<file path="config.mk">
export PLATFORM = sky130hd
export DESIGN_NAME = serdes_channel_provisioning
export DESIGN_NICKNAME = d
export VERILOG_FILES = /design/src/serdes_prov_pkg.sv /design/src/serdes_channel_provisioning.sv
export SDC_FILE = /design/constraint.sdc
export NUM_CORES = 1
export LEC_CHECK = 0
export BUFFER_PORTS_ARGS = -buffer_cell sky130_fd_sc_hd__buf_2
export CELL_PAD_IN_SITES_DETAIL_PLACEMENT = 0
export CELL_PAD_IN_SITES_GLOBAL_PLACEMENT = 1
export CORE_MARGIN = 2
export CORE_UTILIZATION = 40
export DETAILED_ROUTE_END_ITERATION = 8
export GPL_TIMING_DRIVEN = 0
export PLACE_DENSITY = 0.77
export SYNTH_ARGS = -nofsm -noshare
export SYNTH_HDL_FRONTEND = slang
export SYNTH_SLANG_ARGS = --single-unit
</file>
<file path="constraint.sdc">
create_clock -name core_clk -period 3.05 [get_ports core_clk]
set_input_delay 0.1525 -clock core_clk [delete_from_list [all_inputs] [get_ports core_clk]]
set_output_delay 0.1525 -clock core_clk [all_outputs]
set_load 0.02 [all_outputs]
</file>
<file path="src/serdes_prov_pkg.sv">
// Constants and types for the dual-channel provisioning register bank.
// Assumes a single core clock domain; MDIO arrives as sampled pins.
`default_nettype none
package serdes_prov_pkg;
  // ----------------------------------------
  // Register offsets (MDIO register address)
  // ----------------------------------------
  localparam logic [4:0] REG_GLOBAL = 5'h00;
  localparam logic [4:0] REG_RATE = 5'h01;
  localparam logic [4:0] REG_EMPH = 5'h02;
  localparam logic [4:0] REG_ALIGN = 5'h03;
  localparam logic [4:0] REG_DPRST = 5'h04;
  localparam logic [4:0] REG_STAT = 5'h05;
  localparam logic [4:0] REG_OVL = 5'h06;
  localparam logic [4:0] REG_OVLX = 5'h07;
  localparam logic [4:0] REG_EQ = 5'h08;
  localparam logic [4:0] REG_RXEN = 5'h14;
  // ----------------------------------------
  // Field positions
  // ----------------------------------------
  localparam int GL_SOFT_RST = 15;
  localparam int GL_GWRITE = 11;
  localparam int GL_REF_A = 1;
  localparam int GL_REF_B = 0;
  localparam int RATE_TX_LSB = 6;
  localparam int RATE_RX_LSB = 4;
  localparam int LOOP_LSB = 8;
  localparam int MULT_LSB = 0;
  localparam int POST_LSB = 8;
  localparam int PRE_LSB = 4;
  localparam int SWING_LSB = 0;
  localparam int ALN_COMMA = 8;
  localparam int ALN_TENBIT = 7;
  localparam int ALN_DDR = 6;
  localparam int ALN_TXEDGE = 1;
  localparam int ALN_RXEDGE = 0;
  localparam int DP_CLEAR = 3;
  localparam int OVL_LOS = 10;
  localparam int OVL_SYNC = 9;
  localparam int OVL_LOCK = 8;
  localparam int OVL_TERM_LSB = 0;
  localparam int OVL_SLEW = 2;
  localparam int OVLX_AGC = 7;
  localparam int OVLX_AZ = 6;
  localparam int EQ_PRE_LSB = 12;
  localparam int EQ_THR_LSB = 10;
  localparam int EQ_FM_LSB = 8;
  localparam int RXEN_ON = 2;
  // ----------------------------------------
  // Reset values and codes
  // ----------------------------------------
  localparam logic [15:0] RST_GLOBAL = 16'h0000;
  localparam logic [15:0] RST_RATE = 16'h010E;
  localparam logic [15:0] RST_EMPH = 16'h0000;
  localparam logic [15:0] RST_ALIGN = 16'h0180;
  localparam logic [15:0] RST_DPRST = 16'h0000;
  localparam logic [15:0] RST_OVL = 16'h0000;
  localparam logic [15:0] RST_OVLX = 16'h0000;
  localparam logic [15:0] RST_EQ = 16'h0400;
  localparam logic [15:0] RST_RXEN = 16'h0004;
  localparam logic [3:0] MULT_25X = 4'hE;
  localparam logic [3:0] MULT_20X = 4'hD;
  localparam logic [1:0] OP_RD = 2'h2;
  localparam logic [1:0] OP_WR = 2'h1;
  localparam logic [5:0] PRE_LEN = 6'h20;
  localparam logic [5:0] HDR_LAST = 6'h0C;
  localparam logic [5:0] DATA_LAST = 6'h0F;
  // ----------------------------------------
  // Types
  // ----------------------------------------
  typedef enum logic [1:0] {
    DIV_FULL = 2'b00, DIV_HALF = 2'b01,
    DIV_QUARTER = 2'b10, DIV_EIGHTH = 2'b11
  } rate_div_t;
  typedef enum logic [1:0] {
    MUL_NONE = 2'b00, MUL_X20 = 2'b01, MUL_X25 = 2'b10
  } mult_t;
  typedef enum logic [2:0] {
    F_PRE = 3'b000, F_HDR = 3'b001, F_TA = 3'b010,
    F_WR = 3'b011, F_RD = 3'b100
  } frame_t;
  typedef struct packed {
    logic autozero_complete;
    logic gain_loop_settled;
    logic tx_under;
    logic tx_over;
    logic rx_under;
    logic rx_over;
    logic signal_absent;
    logic sync;
    logic pll_lock;
  } chan_stat_t;
  typedef struct packed {
    logic ref_sel;
    rate_div_t tx_rate;
    rate_div_t rx_rate;
    mult_t mult;
    logic [1:0] loop_width;
    logic [4:0] post;
    logic [3:0] pre;
    logic [3:0] swing;
    logic [2:0] eq_preset;
    logic [1:0] rec_thr;
    logic [1:0] rec_fmult;
    logic [1:0] term;
    logic slew;
    logic receiver_on;
    logic comma_en;
    logic ten_bit;
    logic ddr_en;
    logic tx_edge;
    logic rx_edge;
    logic path_clear;
  } chan_cfg_t;
endpackage : serdes_prov_pkg
`default_nettype wire

</file>
<file path="src/serdes_channel_provisioning.sv">
// MDIO-managed provisioning registers for two transceiver channels.
// Assumes MDC/MDIO from an asynchronous host; status from analog core.
//
// Function
// RL1 - Board straps pins for software control first
// RL2 - Reset pin or soft bit resets device
// RL3 - Global write updates both channels together
// RL4 - Register zero selects reference per channel
// RL5 - Decode transmit and receive rate divider
// RL6 - Decode multiplier patterns 25x and 20x
// RL7 - Host writes whole rate word per rate
// RL8 - Host sets recovery threshold and multiplier
// RL9 - Emphasis, equaliser, loop width applied from registers
// RL10 - Comma sync and ten-bit alignment default on
// RL11 - Align mode default single-rate falling edge
// RL12 - Overlay bits route status to pins
// RL13 - Host polls lock then toggles receiver
// RL14 - Host waits gain lock, updates multiplier
// RL15 - Datapath clear bit resets parallel path
// RL16 - Status read clears latched bits
// RL17 - Status register bit layout as defined
// RL18 - Termination strength selected per channel
// RL19 - Output slew selected by one bit
// RL20 - Latched-high bits hold until read
// RL21 - Clear-on-read values return zero after read
// RL22 - Status pin is OR of enabled conditions
// RL23 - Lock bit reads live state
`default_nettype none
module serdes_channel_provisioning #(
  parameter logic [3:0] PHY_BASE = 4'h0
) (
  // Clock and reset
  input wire logic core_clk,
  input wire logic nrst,
  // Management pins
  input wire logic mdc,
  input wire logic mdio_in,
  output logic mdio_out,
  output logic mdio_oe_n,
  // Channel conditions, index 0 is channel A
  input wire serdes_prov_pkg::chan_stat_t stat_a,
  input wire serdes_prov_pkg::chan_stat_t stat_b,
  // Channel settings
  output serdes_prov_pkg::chan_cfg_t cfg_a,
  output serdes_prov_pkg::chan_cfg_t cfg_b,
  output logic status_pin_a,
  output logic status_pin_b
);
  // ----------------------------------------
  // Helpers
  // ----------------------------------------
  function automatic logic [3:0] reg_slot(input logic [4:0] a);
    unique case (a)
      serdes_prov_pkg::REG_RATE: reg_slot = 4'h8;
      serdes_prov_pkg::REG_EMPH: reg_slot = 4'h9;
      serdes_prov_pkg::REG_ALIGN: reg_slot = 4'hA;
      serdes_prov_pkg::REG_DPRST: reg_slot = 4'hB;
      serdes_prov_pkg::REG_OVL: reg_slot = 4'hC;
      serdes_prov_pkg::REG_OVLX: reg_slot = 4'hD;
      serdes_prov_pkg::REG_EQ: reg_slot = 4'hE;
      serdes_prov_pkg::REG_RXEN: reg_slot = 4'hF;
      default: reg_slot = 4'h0;
    endcase
  endfunction : reg_slot

  function automatic logic [15:0] stat_word(
    input serdes_prov_pkg::chan_stat_t l,
    input serdes_prov_pkg::chan_stat_t c);
    serdes_prov_pkg::chan_stat_t v;
    logic [15:0] w;
    v = l | c;
    w = 16'h0000;
    w[14] = v.autozero_complete; // RL17
    w[13] = v.gain_loop_settled;
    w[7] = v.tx_under;
    w[6] = v.tx_over;
    w[5] = v.rx_under;
    w[4] = v.rx_over;
    w[2] = v.signal_absent;
    w[1] = v.sync;
    w[0] = c.pll_lock; // RL23
    stat_word = w;
  endfunction : stat_word

  // ----------------------------------------
  // Pin synchronisers
  // ----------------------------------------
  logic [2:0] mdc_ff;
  logic [1:0] mdio_ff;
  serdes_prov_pkg::chan_stat_t s1_ff [2];
  serdes_prov_pkg::chan_stat_t cond [2];
  logic rise;

  always_ff @(posedge core_clk) begin
    mdc_ff <= {mdc_ff[1:0], mdc};
    mdio_ff <= {mdio_ff[0], mdio_in};
    s1_ff[0] <= stat_a;
    s1_ff[1] <= stat_b;
    cond <= s1_ff;
  end
  assign rise = mdc_ff[1] & ~mdc_ff[2];

  // ----------------------------------------
  // MDIO frame engine
  // ----------------------------------------
  serdes_prov_pkg::frame_t st_ff, nxt_st;
  logic [5:0] cnt_ff, nxt_cnt;
  logic [15:0] sh_ff, nxt_sh, rd_ff, nxt_rd;
  logic [4:0] adr_ff, nxt_adr;
  logic ch_ff, nxt_ch, op_rd_ff, nxt_op_rd;
  logic out_ff, nxt_out, oe_n_ff, nxt_oe_n;
  logic wr_go, rd_go, din;
  logic [12:0] hdr;
  logic [15:0] wr_data, rd_val;
  logic [15:0] glob_ff, nxt_glob;
  logic [15:0] regs_ff [2][8];
  logic [15:0] nxt_regs [2][8];
  serdes_prov_pkg::chan_stat_t lat_ff [2];
  serdes_prov_pkg::chan_stat_t nxt_lat [2];
  logic [1:0] rd_clr;

  assign din = mdio_ff[1];
  assign hdr = {sh_ff[11:0], din};
  assign wr_data = {sh_ff[14:0], din};

  // Read data is snapshotted the moment the header completes
  always_comb begin
    logic [3:0] s;
    s = reg_slot(hdr[4:0]);
    rd_val = 16'h0000;
    if (hdr[4:0] == serdes_prov_pkg::REG_GLOBAL) begin
      rd_val = glob_ff;
    end else if (hdr[4:0] == serdes_prov_pkg::REG_STAT) begin
      rd_val = stat_word(lat_ff[hdr[5]], cond[hdr[5]]);
    end else if (s[3]) begin
      rd_val = regs_ff[hdr[5]][s[2:0]];
    end
  end

  always_comb begin
    nxt_st = st_ff;
    nxt_cnt = cnt_ff;
    nxt_sh = sh_ff;
    nxt_rd = rd_ff;
    nxt_adr = adr_ff;
    nxt_ch = ch_ff;
    nxt_op_rd = op_rd_ff;
    nxt_out = out_ff;
    nxt_oe_n = oe_n_ff;
    wr_go = 1'b0;
    rd_go = 1'b0;
    if (rise) begin
      unique case (st_ff)
        serdes_prov_pkg::F_PRE: begin
          if (din) begin
            if (cnt_ff != serdes_prov_pkg::PRE_LEN) nxt_cnt = cnt_ff + 6'h01;
          end else if (cnt_ff == serdes_prov_pkg::PRE_LEN) begin
            nxt_st = serdes_prov_pkg::F_HDR;
            nxt_cnt = 6'h00;
          end else begin
            nxt_cnt = 6'h00;
          end
        end
        serdes_prov_pkg::F_HDR: begin
          nxt_sh = wr_data;
          nxt_cnt = cnt_ff + 6'h01;
          if (cnt_ff == serdes_prov_pkg::HDR_LAST) begin
            nxt_cnt = 6'h00;
            nxt_adr = hdr[4:0];
            nxt_ch = hdr[5];
            nxt_op_rd = (hdr[11:10] == serdes_prov_pkg::OP_RD);
            if (hdr[12] && hdr[9:6] == PHY_BASE &&
                (hdr[11:10] == serdes_prov_pkg::OP_RD ||
                 hdr[11:10] == serdes_prov_pkg::OP_WR)) begin
              nxt_st = serdes_prov_pkg::F_TA;
              rd_go = (hdr[11:10] == serdes_prov_pkg::OP_RD);
              nxt_rd = rd_val;
            end else begin
              nxt_st = serdes_prov_pkg::F_PRE;
            end
          end
        end
        serdes_prov_pkg::F_TA: begin
          nxt_cnt = cnt_ff + 6'h01;
          if (cnt_ff == 6'h00) begin
            nxt_oe_n = ~op_rd_ff;
            nxt_out = 1'b0;
          end else begin
            nxt_cnt = 6'h00;
            nxt_st = op_rd_ff ? serdes_prov_pkg::F_RD : serdes_prov_pkg::F_WR;
            nxt_out = rd_ff[15];
            nxt_rd = {rd_ff[14:0], 1'b0};
          end
        end
        serdes_prov_pkg::F_WR: begin
          nxt_sh = wr_data;
          nxt_cnt = cnt_ff + 6'h01;
          if (cnt_ff == serdes_prov_pkg::DATA_LAST) begin
            wr_go = 1'b1;
            nxt_cnt = 6'h00;
            nxt_st = serdes_prov_pkg::F_PRE;
          end
        end
        serdes_prov_pkg::F_RD: begin
          nxt_cnt = cnt_ff + 6'h01;
          nxt_out = rd_ff[15];
          nxt_rd = {rd_ff[14:0], 1'b0};
          if (cnt_ff == serdes_prov_pkg::DATA_LAST) begin
            nxt_oe_n = 1'b1;
            nxt_out = 1'b0;
            nxt_cnt = 6'h00;
            nxt_st = serdes_prov_pkg::F_PRE;
          end
        end
        default: begin
          nxt_st = serdes_prov_pkg::F_PRE;
          nxt_oe_n = 1'b1;
        end
      endcase
    end
  end

  always_ff @(posedge core_clk) begin
    if (!nrst) begin
      st_ff <= serdes_prov_pkg::F_PRE;
      cnt_ff <= 6'h00;
      sh_ff <= 16'h0000;
      rd_ff <= 16'h0000;
      adr_ff <= 5'h00;
      ch_ff <= 1'b0;
      op_rd_ff <= 1'b0;
      out_ff <= 1'b0;
      oe_n_ff <= 1'b1;
    end else begin
      st_ff <= nxt_st;
      cnt_ff <= nxt_cnt;
      sh_ff <= nxt_sh;
      rd_ff <= nxt_rd;
      adr_ff <= nxt_adr;
      ch_ff <= nxt_ch;
      op_rd_ff <= nxt_op_rd;
      out_ff <= nxt_out;
      oe_n_ff <= nxt_oe_n;
    end
  end

  // ----------------------------------------
  // Register file and latched status
  // ----------------------------------------
  logic soft_ff, nxt_soft;
  logic [1:0] clr_ff, nxt_clr;
  logic [3:0] wslot;
  logic [15:0] rst_val [8];

  assign wslot = reg_slot(adr_ff);
  assign rst_val = '{serdes_prov_pkg::RST_RATE, serdes_prov_pkg::RST_EMPH,
    serdes_prov_pkg::RST_ALIGN, serdes_prov_pkg::RST_DPRST, serdes_prov_pkg::RST_OVL,
    serdes_prov_pkg::RST_OVLX, serdes_prov_pkg::RST_EQ, serdes_prov_pkg::RST_RXEN};

  always_comb begin
    nxt_glob = glob_ff;
    nxt_regs = regs_ff;
    nxt_soft = 1'b0;
    nxt_clr = 2'b00;
    for (int c = 0; c < 2; c++) begin
      rd_clr[c] = rd_go && (hdr[5] == c[0]) && (hdr[4:0] == serdes_prov_pkg::REG_STAT);
      // Set wins: present condition survives the clearing read
      nxt_lat[c] = cond[c] | (rd_clr[c] ? '0 : lat_ff[c]); // RL16 RL20 RL21
    end
    if (wr_go && adr_ff == serdes_prov_pkg::REG_GLOBAL) begin
      nxt_glob = wr_data;
      nxt_glob[serdes_prov_pkg::GL_SOFT_RST] = 1'b0;
      nxt_soft = wr_data[serdes_prov_pkg::GL_SOFT_RST]; // RL2
    end
    for (int c = 0; c < 2; c++) begin
      if (wr_go && wslot[3] &&
          (ch_ff == c[0] || glob_ff[serdes_prov_pkg::GL_GWRITE])) begin // RL3
        nxt_regs[c][wslot[2:0]] = wr_data;
        if (adr_ff == serdes_prov_pkg::REG_DPRST) begin
          // Self-clearing; the pulse carries the effect
          nxt_regs[c][wslot[2:0]][serdes_prov_pkg::DP_CLEAR] = 1'b0;
          nxt_clr[c] = wr_data[serdes_prov_pkg::DP_CLEAR]; // RL15
        end
      end
    end
  end

  always_ff @(posedge core_clk) begin
    if (!nrst || soft_ff) begin // RL2
      glob_ff <= serdes_prov_pkg::RST_GLOBAL;
      for (int c = 0; c < 2; c++) begin
        regs_ff[c] <= rst_val;
        lat_ff[c] <= '0;
      end
      soft_ff <= 1'b0;
      clr_ff <= 2'b11;
    end else begin
      glob_ff <= nxt_glob;
      regs_ff <= nxt_regs;
      lat_ff <= nxt_lat;
      soft_ff <= nxt_soft;
      clr_ff <= nxt_clr;
    end
  end

  // ----------------------------------------
  // Decoded settings and status pins
  // ----------------------------------------
  serdes_prov_pkg::chan_cfg_t cfg_ff [2];
  serdes_prov_pkg::chan_cfg_t nxt_cfg [2];
  logic [1:0] pin_ff, nxt_pin;

  always_comb begin
    for (int c = 0; c < 2; c++) begin
      logic [15:0] r, e, a, o, x;
      r = regs_ff[c][0];
      e = regs_ff[c][1];
      a = regs_ff[c][2];
      o = regs_ff[c][4];
      x = regs_ff[c][5];
      nxt_cfg[c].ref_sel = glob_ff[c == 0 ? serdes_prov_pkg::GL_REF_A
                                          : serdes_prov_pkg::GL_REF_B]; // RL4
      nxt_cfg[c].tx_rate = serdes_prov_pkg::rate_div_t'(r[serdes_prov_pkg::RATE_TX_LSB +: 2]); // RL5
      nxt_cfg[c].rx_rate = serdes_prov_pkg::rate_div_t'(r[serdes_prov_pkg::RATE_RX_LSB +: 2]);
      nxt_cfg[c].mult = (r[3:0] == serdes_prov_pkg::MULT_25X) ? serdes_prov_pkg::MUL_X25 : // RL6
                        (r[3:0] == serdes_prov_pkg::MULT_20X) ? serdes_prov_pkg::MUL_X20 :
                        serdes_prov_pkg::MUL_NONE;
      nxt_cfg[c].loop_width = r[serdes_prov_pkg::LOOP_LSB +: 2]; // RL9
      nxt_cfg[c].post = e[serdes_prov_pkg::POST_LSB +: 5];
      nxt_cfg[c].pre = e[serdes_prov_pkg::PRE_LSB +: 4];
      nxt_cfg[c].swing = e[serdes_prov_pkg::SWING_LSB +: 4];
      nxt_cfg[c].eq_preset = regs_ff[c][6][serdes_prov_pkg::EQ_PRE_LSB +: 3];
      nxt_cfg[c].rec_thr = regs_ff[c][6][serdes_prov_pkg::EQ_THR_LSB +: 2];
      nxt_cfg[c].rec_fmult = regs_ff[c][6][serdes_prov_pkg::EQ_FM_LSB +: 2];
      nxt_cfg[c].term = o[serdes_prov_pkg::OVL_TERM_LSB +: 2]; // RL18
      nxt_cfg[c].slew = o[serdes_prov_pkg::OVL_SLEW]; // RL19
      nxt_cfg[c].receiver_on = regs_ff[c][7][serdes_prov_pkg::RXEN_ON];
      nxt_cfg[c].comma_en = a[serdes_prov_pkg::ALN_COMMA]; // RL10
      nxt_cfg[c].ten_bit = a[serdes_prov_pkg::ALN_TENBIT];
      nxt_cfg[c].ddr_en = a[serdes_prov_pkg::ALN_DDR]; // RL11
      nxt_cfg[c].tx_edge = a[serdes_prov_pkg::ALN_TXEDGE];
      nxt_cfg[c].rx_edge = a[serdes_prov_pkg::ALN_RXEDGE];
      nxt_cfg[c].path_clear = clr_ff[c];
      // Live conditions, so the pin tracks real time
      nxt_pin[c] = (o[serdes_prov_pkg::OVL_LOS] & cond[c].signal_absent) | // RL12 RL22
                   (o[serdes_prov_pkg::OVL_SYNC] & cond[c].sync) |
                   (o[serdes_prov_pkg::OVL_LOCK] & cond[c].pll_lock) |
                   (x[serdes_prov_pkg::OVLX_AGC] & ~cond[c].gain_loop_settled) |
                   (x[serdes_prov_pkg::OVLX_AZ] & cond[c].autozero_complete);
    end
  end

  always_ff @(posedge core_clk) begin
    if (!nrst) begin
      cfg_ff[0] <= '0;
      cfg_ff[1] <= '0;
      pin_ff <= 2'b00;
    end else begin
      cfg_ff <= nxt_cfg;
      pin_ff <= nxt_pin;
    end
  end

  assign cfg_a = cfg_ff[0];
  assign cfg_b = cfg_ff[1];
  assign status_pin_a = pin_ff[0];
  assign status_pin_b = pin_ff[1];
  assign mdio_out = out_ff;
  assign mdio_oe_n = oe_n_ff;

  // ----------------------------------------
  // Checks
  // ----------------------------------------
  mdio_drive_a: assert property (@(posedge core_clk) disable iff (!nrst) // MDIO pin driven only in turnaround and read data
    !oe_n_ff |-> (st_ff == serdes_prov_pkg::F_TA || st_ff == serdes_prov_pkg::F_RD))
    else $error("mdio driven outside read");
  global_write_a: assert property (@(posedge core_clk) disable iff (!nrst) // RL3
    (wr_go && wslot[3] && glob_ff[serdes_prov_pkg::GL_GWRITE] && !soft_ff &&
     adr_ff != serdes_prov_pkg::REG_DPRST)
    |=> regs_ff[0][$past(wslot[2:0])] == regs_ff[1][$past(wslot[2:0])])
    else $error("global write missed a channel");
  ref_select_a: assert property (@(posedge core_clk) disable iff (!nrst) // RL4
    (wr_go && adr_ff == serdes_prov_pkg::REG_GLOBAL && !wr_data[15])
    |=> ##1 cfg_ff[0].ref_sel == $past(wr_data[1], 2))
    else $error("reference select wrong");
  mult_decode_a: assert property (@(posedge core_clk) disable iff (!nrst) // RL6
    cfg_ff[0].mult == serdes_prov_pkg::MUL_X25 |-> $past(regs_ff[0][0][3:0]) == 4'hE)
    else $error("multiplier decode wrong");
  latch_hold_a: assert property (@(posedge core_clk) disable iff (!nrst || soft_ff) // RL20
    (cond[0].signal_absent && !rd_clr[0]) ##1 !rd_clr[0] |=> lat_ff[0].signal_absent)
    else $error("latched bit dropped");
  read_clear_a: assert property (@(posedge core_clk) disable iff (!nrst || soft_ff) // RL16
    (rd_clr[0] && !cond[0].rx_over) |=> !lat_ff[0].rx_over)
    else $error("read did not clear");
  overlay_pin_a: assert property (@(posedge core_clk) disable iff (!nrst) // RL22
    (regs_ff[1][4][serdes_prov_pkg::OVL_LOS] && cond[1].signal_absent) |=> status_pin_b)
    else $error("overlay pin missing");
  path_clear_a: assert property (@(posedge core_clk) disable iff (!nrst) // RL15
    (wr_go && adr_ff == serdes_prov_pkg::REG_DPRST && wr_data[3] && !ch_ff)
    |=> ##1 cfg_ff[0].path_clear)
    else $error("datapath clear not pulsed");
  soft_reset_a: assert property (@(posedge core_clk) disable iff (!nrst) // RL2
    soft_ff |=> (glob_ff == 16'h0000 && regs_ff[1][2] == 16'h0180))
    else $error("soft reset incomplete");
endmodule : serdes_channel_provisioning
`default_nettype wire

</file>
# == Yosys cells after proc, flatten, opt, wreduce, memory -nomap -nowiden ==
# Memories as Yosys holds them, arrays and structs flattened. A register that Yosys moved wholly into a read port is not among the register bits.
# Index checks and enable logic that the tools add are counted.
# totals
ramBits,0
out_inout_bits,82
rom_bits,256
latch_bits,0
word_cells,298
register_bits,462
mem_count,2
# classes
mul,0
n_lt_le_gt_ge,4
add_sub_neg,1
eq_ne,25
n_div,0
shifts,0
mux,65
reduce_logical,37
bitwise_logic,37
# memory_table
memory,words,word_bits,read_ports,rd_clocked_by_memory_dff,wr,line_no,text
(no name shown),32,4,1,1,0,serdes_channel_provisioning.sv:53,unique case (a)
(no name shown),32,4,1,0,0,serdes_channel_provisioning.sv:53,
# op_table
op,n
$mux W128,5
$and A128 B128 Y128,2
$bwmux W128,2
$mux W16,9
$not A128 Y128,1
$demux W16 S3,2
$mux W9,8
$bmux W16 S3,1
$pmux W16 S3,1
$mux W6,5
$or A9 B9 Y9,3
$pmux W6 S4,1
$mux W3,6
$eq A4 B4 Y1 const B,4
$mux W1,16
$ne A2 B2 Y1 const B,7
$eq A6 B4 Y1 const B,2
$pmux W3 S4,1
$and A1 B1 Y1,11
$logic_and A1 B1 Y1,11
$eq A5 B3 Y1 const B,2
$logic_not A5 Y1,2
$mux W5,2
$reduce_or A2 Y1,5
other kinds (35),60

# == Logic depth before layout (Yosys ltp) ==
# depth
depth_word,13
depth_mapped,13
depth_no_buf,12

# == Worst setup path after synthesis ==
# OpenSTA, ideal clock, no wires.
# synth_path
kind,register -> register
start,reg sh_ff[0]
end,reg rd_ff[13]
setup_slack_ns,-0.047
period_less_slack_ns,3.097
setup_time_ns,0.120
path_stages_with_launch,12
path_buffers,2
t_arrival_ns,2.977
path_cell_list,dfxtp_1 clkbuf_1 inv_1 ha_1 or2_2 and3_1 nor3_1 clkbuf_1 mux4_2 a22o_1 o211ai_1 nand2_1
# synth_via
elab_chain_len,11
elab_cells_between_ends,13
cone_classes,eq/ne (1); mux (9); bitwise (1); reduce/logical (1); memory (1)
# synth_rtl
element,line_no,text
start: declaration,serdes_channel_provisioning.sv:108,"logic [15:0] sh_ff, nxt_sh, rd_ff, nxt_rd;"
start signal: assignment,serdes_channel_provisioning.sv:237,sh_ff <= nxt_sh;
$mem_v2 Z32 W4,--,
$not A3 Y4 (implied by the code),serdes_channel_provisioning.sv:136,rd_val = regs_ff[hdr[5]][s[2:0]];
$bmux W16 S3,serdes_channel_provisioning.sv:136,
$mux W16 (implied by the code) (2 in series),serdes_channel_provisioning.sv:136,
$mux W16,serdes_channel_provisioning.sv:135,end else if (s[3]) begin
$mux W16,serdes_channel_provisioning.sv:133,end else if (hdr[4:0] == serdes_prov_pkg::REG_STAT) begin
$mux W16 *,serdes_channel_provisioning.sv:131,if (hdr[4:0] == serdes_prov_pkg::REG_GLOBAL) begin
$mux W16 *,serdes_channel_provisioning.sv:172,if (hdr[12] && hdr[9:6] == PHY_BASE &&
$mux W16 *,serdes_channel_provisioning.sv:167,if (cnt_ff == serdes_prov_pkg::HDR_LAST) begin
$pmux W16 S3 *,serdes_channel_provisioning.sv:153,unique case (st_ff)
end signal: assignment,serdes_channel_provisioning.sv:238,rd_ff <= nxt_rd;
end: declaration,serdes_channel_provisioning.sv:108,
# Every way passes the cells marked *; elsewhere a longest branch is shown, timed or not. The select of a mux whose other input is x is not followed.
# A chain may end at the register's enable or synchronous reset.

# == Final worst setup path ==
# layout_path
start,reg mdio_ff[1]
end,reg rd_ff[9]
# layout_via
elab_chain_len,11
elab_cells_between_ends,13
cone_classes,eq/ne (1); mux (9); bitwise (1); reduce/logical (1); memory (1)
# layout_rtl
element,line_no,text
start: declaration,serdes_channel_provisioning.sv:89,logic [1:0] mdio_ff;
start signal: assignment,serdes_channel_provisioning.sv:96,"mdio_ff <= {mdio_ff[0], mdio_in};"
$mem_v2 Z32 W4,--,
$not A3 Y4 (implied by the code),serdes_channel_provisioning.sv:136,
$bmux W16 S3,serdes_channel_provisioning.sv:136,
$mux W16 (implied by the code) (2 in series),serdes_channel_provisioning.sv:136,
$mux W16,serdes_channel_provisioning.sv:135,
$mux W16,serdes_channel_provisioning.sv:133,
$mux W16 *,serdes_channel_provisioning.sv:131,
$mux W16 *,serdes_channel_provisioning.sv:172,
$mux W16 *,serdes_channel_provisioning.sv:167,
$pmux W16 S3 *,serdes_channel_provisioning.sv:153,
# Marked as above.

==> results.yml <==
critical_path:
  cpLargestDelayFamily: "compound AO/OA/AOI/OAI gates"
  cp.depth: 12
  r2r_cells: 12
  slowest_stage: "o21ai_0"
  cp_data_arrival_time_ns: 3.55
  endpoint: "rd_ff[9]"
  timing.rr.end: "rd_ff[9]"
  critical_path_buf_inv_count: 4
  rr_startpoint: "mdio_ff[1]"
  path_cells: "clkbuf_8 > clkinvlp_4 > ha_1 > or2_4 > a31oi_4 > buf_12 > clkbuf_2 > nor2b_1 > o21ai_0 > nand4_1 > o221ai_1 > nand2_1"
  cp-end-kind: "register"
  critPathMaxStageDelay_ns: 0.42
  critPathMaxFanout: 10
  required_ns: 3.54
  regToRegSetupSlack_ns: -0.01
  timing_worst_setup_path_type: "reg -> reg"
  startpoint: "mdio_ff[1]"
  cp-start-kind: "register"
power_and_ir_drop:
  powerDensity_nw_per_um2: 525.4
  switchingPower_mw: 2.920
  power.share.sequential: 0.483
  p_leak_nw: 8.843
  pwr-share-clk: 0.491
  swShare: 0.2296
  power_frac_comb: 0.026
  peakVddDrop_uv: 412.4
  power.internal_mw: 9.796
outcome:
  outcome: "finished, violations left"
  violations: "setup timing"
finish:
  area_growth_pct: 19.60
  diodes: 0
  fill_cells: 4845
  final_common_cell: "dfxtp_1"
  drive_above_1_share: 0.1707
  register_area_um2: 9298
  multi_input_area_um2: 10240
  fin_area_um2: 24200
  layout.nets: 2443
  layout_common_cells: "461 x dfxtp_1, 231 x nor2_1, 192 x mux2i_1"
sta:
  worst_pin_slew_ns: 1.143
  finalMaxSlewViolations: 0
  slew_headroom: 0.2380
  max_freq_mhz: 326.7
  finalCritPeriodShare: 1.004
  period_minus_slack_ns: 3.061
  final-hold-violation-count: 0
  setup_ws_ns: -0.01116
  fin_skew_ns: 0.01622
  setup-violations-final: 1
  setup_total_negative_slack_ns: -0.01116
routing:
  wirelength_mm: 76.39
  vias: 18080
  drc: 0
  vias_per_cell: 5.791
  firstDrtPassIters: 6
  routedWlPerCell_um: 24.48
  postRouteAntennaNets: 0
  drtIter0Drc: 2175
run:
  maxCapViolCount: 0
floorplan:
  die_h_um: 228.9
  top_level_ports: 104
  dieArea_um2: 52410
  rows: 82
  start_util: 0.4042
  core_area_um2: 50070
  chipWidth_um: 228.9
yosys:
  yosysUniqueCellTypes: 69
  synth-seq-cells: 464
  synth_simple_gate_area_frac: 0.2123
  synth_top_family_by_area: "simple AND/OR/NAND/NOR gates"
  synth_edf_count: 0
  synth_ff_type: "dfxtp_1"
  seq_area_frac_synth: 0.4590
  synth_area_um2: 20240
  ys_warn_count: 0
  synth_area_leaders: "dfxtp_1 46%, mux2i_1 9.5%, nor2_1 4.3%, a21oi_1 4.2%, mux4_2 3.8%"
  syn_nets: 2237
  syn_inst: 2201
  synth_compound_area_frac: 0.1340
  async_flop_share: 0
  synthAdderAreaFrac: 0.008656
  synth.area.mux_share: 0.1367
  avgSynthCellArea_um2: 9.194
  yosysTopAreaCell: "dfxtp_1"
  synth_xor_area_frac: 0.001731
  yosys.area.top_type_share: 0.4590
place:
  place.port_buffers: 103
  dp_hpwl_mm: 53.78
  place_area_um2: 21590
  pre_cts_ws_ns: -1.603
  place_congestion: 0.9586
global_route:
  grt_pass1_vias: 17220
  grt_max_degree: 16
  antenna_found_initial: 3
  grt.total_usage: 0.2839
  overflow: 0
  grt_pass1_wl_mm: 111.7
clocking:
  clk_pin_slew_worst_paths_ns: 0.06
  cts_tree: "done"
  clock_latency_ns: 0.61
  clock-sinks: 464
  cts_buffer_depth: 3
  cts_max_level: 2
  cts_buffers: 50
  cts-root-buf: "clkbuf_16"
min_path:
  hold_path.class: "in -> reg"
==> worst min-delay path by stage <==
stage	startpoint	endpoint	slack, ns	cells after the start
2_1_floorplan	mdc	mdc_ff[0]	0.18	0
3_3_place_gp	stat_a[8]	s1_ff[17]	0.26	1
3_5_place_dp	stat_b[2]	s1_ff[2]	0.26	1
4_1_cts	nrst	adr_ff[3]	0.09	3
5_1_grt	nrst	adr_ff[4]	0.11	3
6_report	nrst	adr_ff[4]	0.09	3
==> area by class of cell <==
cell class                      count  share of cell area
Buffer                            206             0.04218
Timing Repair Buffer              158             0.04198
Tap cell                          672             0.03474
Multi-Input combinational cell   1505              0.4231
Clock inverter                     29             0.01272
Sequential cell                   464              0.3842
Inverter                           22            0.003722
Clock buffer                       65             0.05738
==> power groups by stage <==
stage	Clock, mW	Combinational, mW	Sequential [mW]
CTS	6.31	0.317	6.14
finish	6.25	0.327	6.14
floorplan	0	0.146	6.28
detailed placement	0	0.290	6.28
global route	6.57	0.345	6.14
global placement	0	0.288	6.28
==> Yosys cell counts, types with 5 or more instances <==
cell       count
o21ai_0       65
buf_4          5
nand2b_1       9
mux4_2        34
or2_2          5
a22o_1        14
nor2_1       233
and3_1        12
mux2_2         7
nand4_1        9
o221a_2        7
a21oi_1      171
buf_2         27
a21boi_0      21
nor2b_1       71
o211ai_1      19
inv_1         22
nand3_1      112
o22ai_1        5
o221ai_1       7
o2111ai_1     10
nand2_1      190
ha_1          14
a221oi_1       7
o2bb2ai_1     46
dfxtp_1      464
nor3_1        24
a31oi_1        6
and2_1        82
o31ai_1       11
a22oi_1       10
buf_1         20
nor3b_1        7
mux2i_1      192
clkbuf_1     153
nor4bb_1      52
==> cells by family (layout without fill, tap and decap cells) <==
logic type,count (synthesis),after routing
mux,233,233
fa+ha+maj,14,14
simple gates,833,833
compound gates,421,421
flops,464,464
buf+inv,232,480
xor+xnor,4,4
==> tightest hold or removal path: stages <==
cell     delay [ns]
buf_2          0.19
a31oi_2        0.19
inv_1          0.12
==> stage by stage <==
| step | power (mW) | cells | hold WS, ns | util |
|---|---|---|---|---|
| after global routing | 13.06 | 3121 | 0.1092 | 0.4834 |
| after CTS | 12.77 | 3096 | 0.08644 | 0.4777 |
| after detailed placement | 6.569 | 2976 | 0.2568 | 0.4313 |
| final | 12.72 | 3121 | 0.08705 | 0.4834 |
| after floorplan | 6.428 | 2201 | 0.1802 | - |
| after global placement | 6.565 | 2976 | 0.2559 | 0.4313 |
==> flip-flops by register name, indices dropped and copies added, names as in the netlist, 5 cells and up <==
signal	cells
glob_ff	15
sh_ff	15
cfg_b	39
cond	18
s1_ff	18
lat_ff	16
regs_ff	186
cnt_ff	6
cfg_a	39
adr_ff	5
nxt_cfg	70
rd_ff	16
==> per-layer routing <==
layer | vias to the layer above | wire (um) | part of all wire | global-route usage
met2 | 980 | 32990 | 0.43 | 0.4330
met1 | 8792 | 31500 | 0.41 | 0.3855
met4 | 0 | 3968 | 0.052 | 0.1376
met3 | 166 | 7931 | 0.10 | 0.05452
li1 | 8137 | - | - | -
met5 | - | 0 | 0 | 0
==> what timing repair did <==
| item | 4_1_cts | 5_1_grt |
|---|---|---|
| setup buffers | 8 | 26 |
| hold endpoints to repair | 20 | 0 |
| pin swaps | 7 | 11 |
| gates cloned | 1 | 0 |
| gates resized for setup | 103 | 45 |
| hold buffers | 20 | 0 |
| setup endpoints to repair | 214 | 173 |
Power figures use the tool's default switching activity.
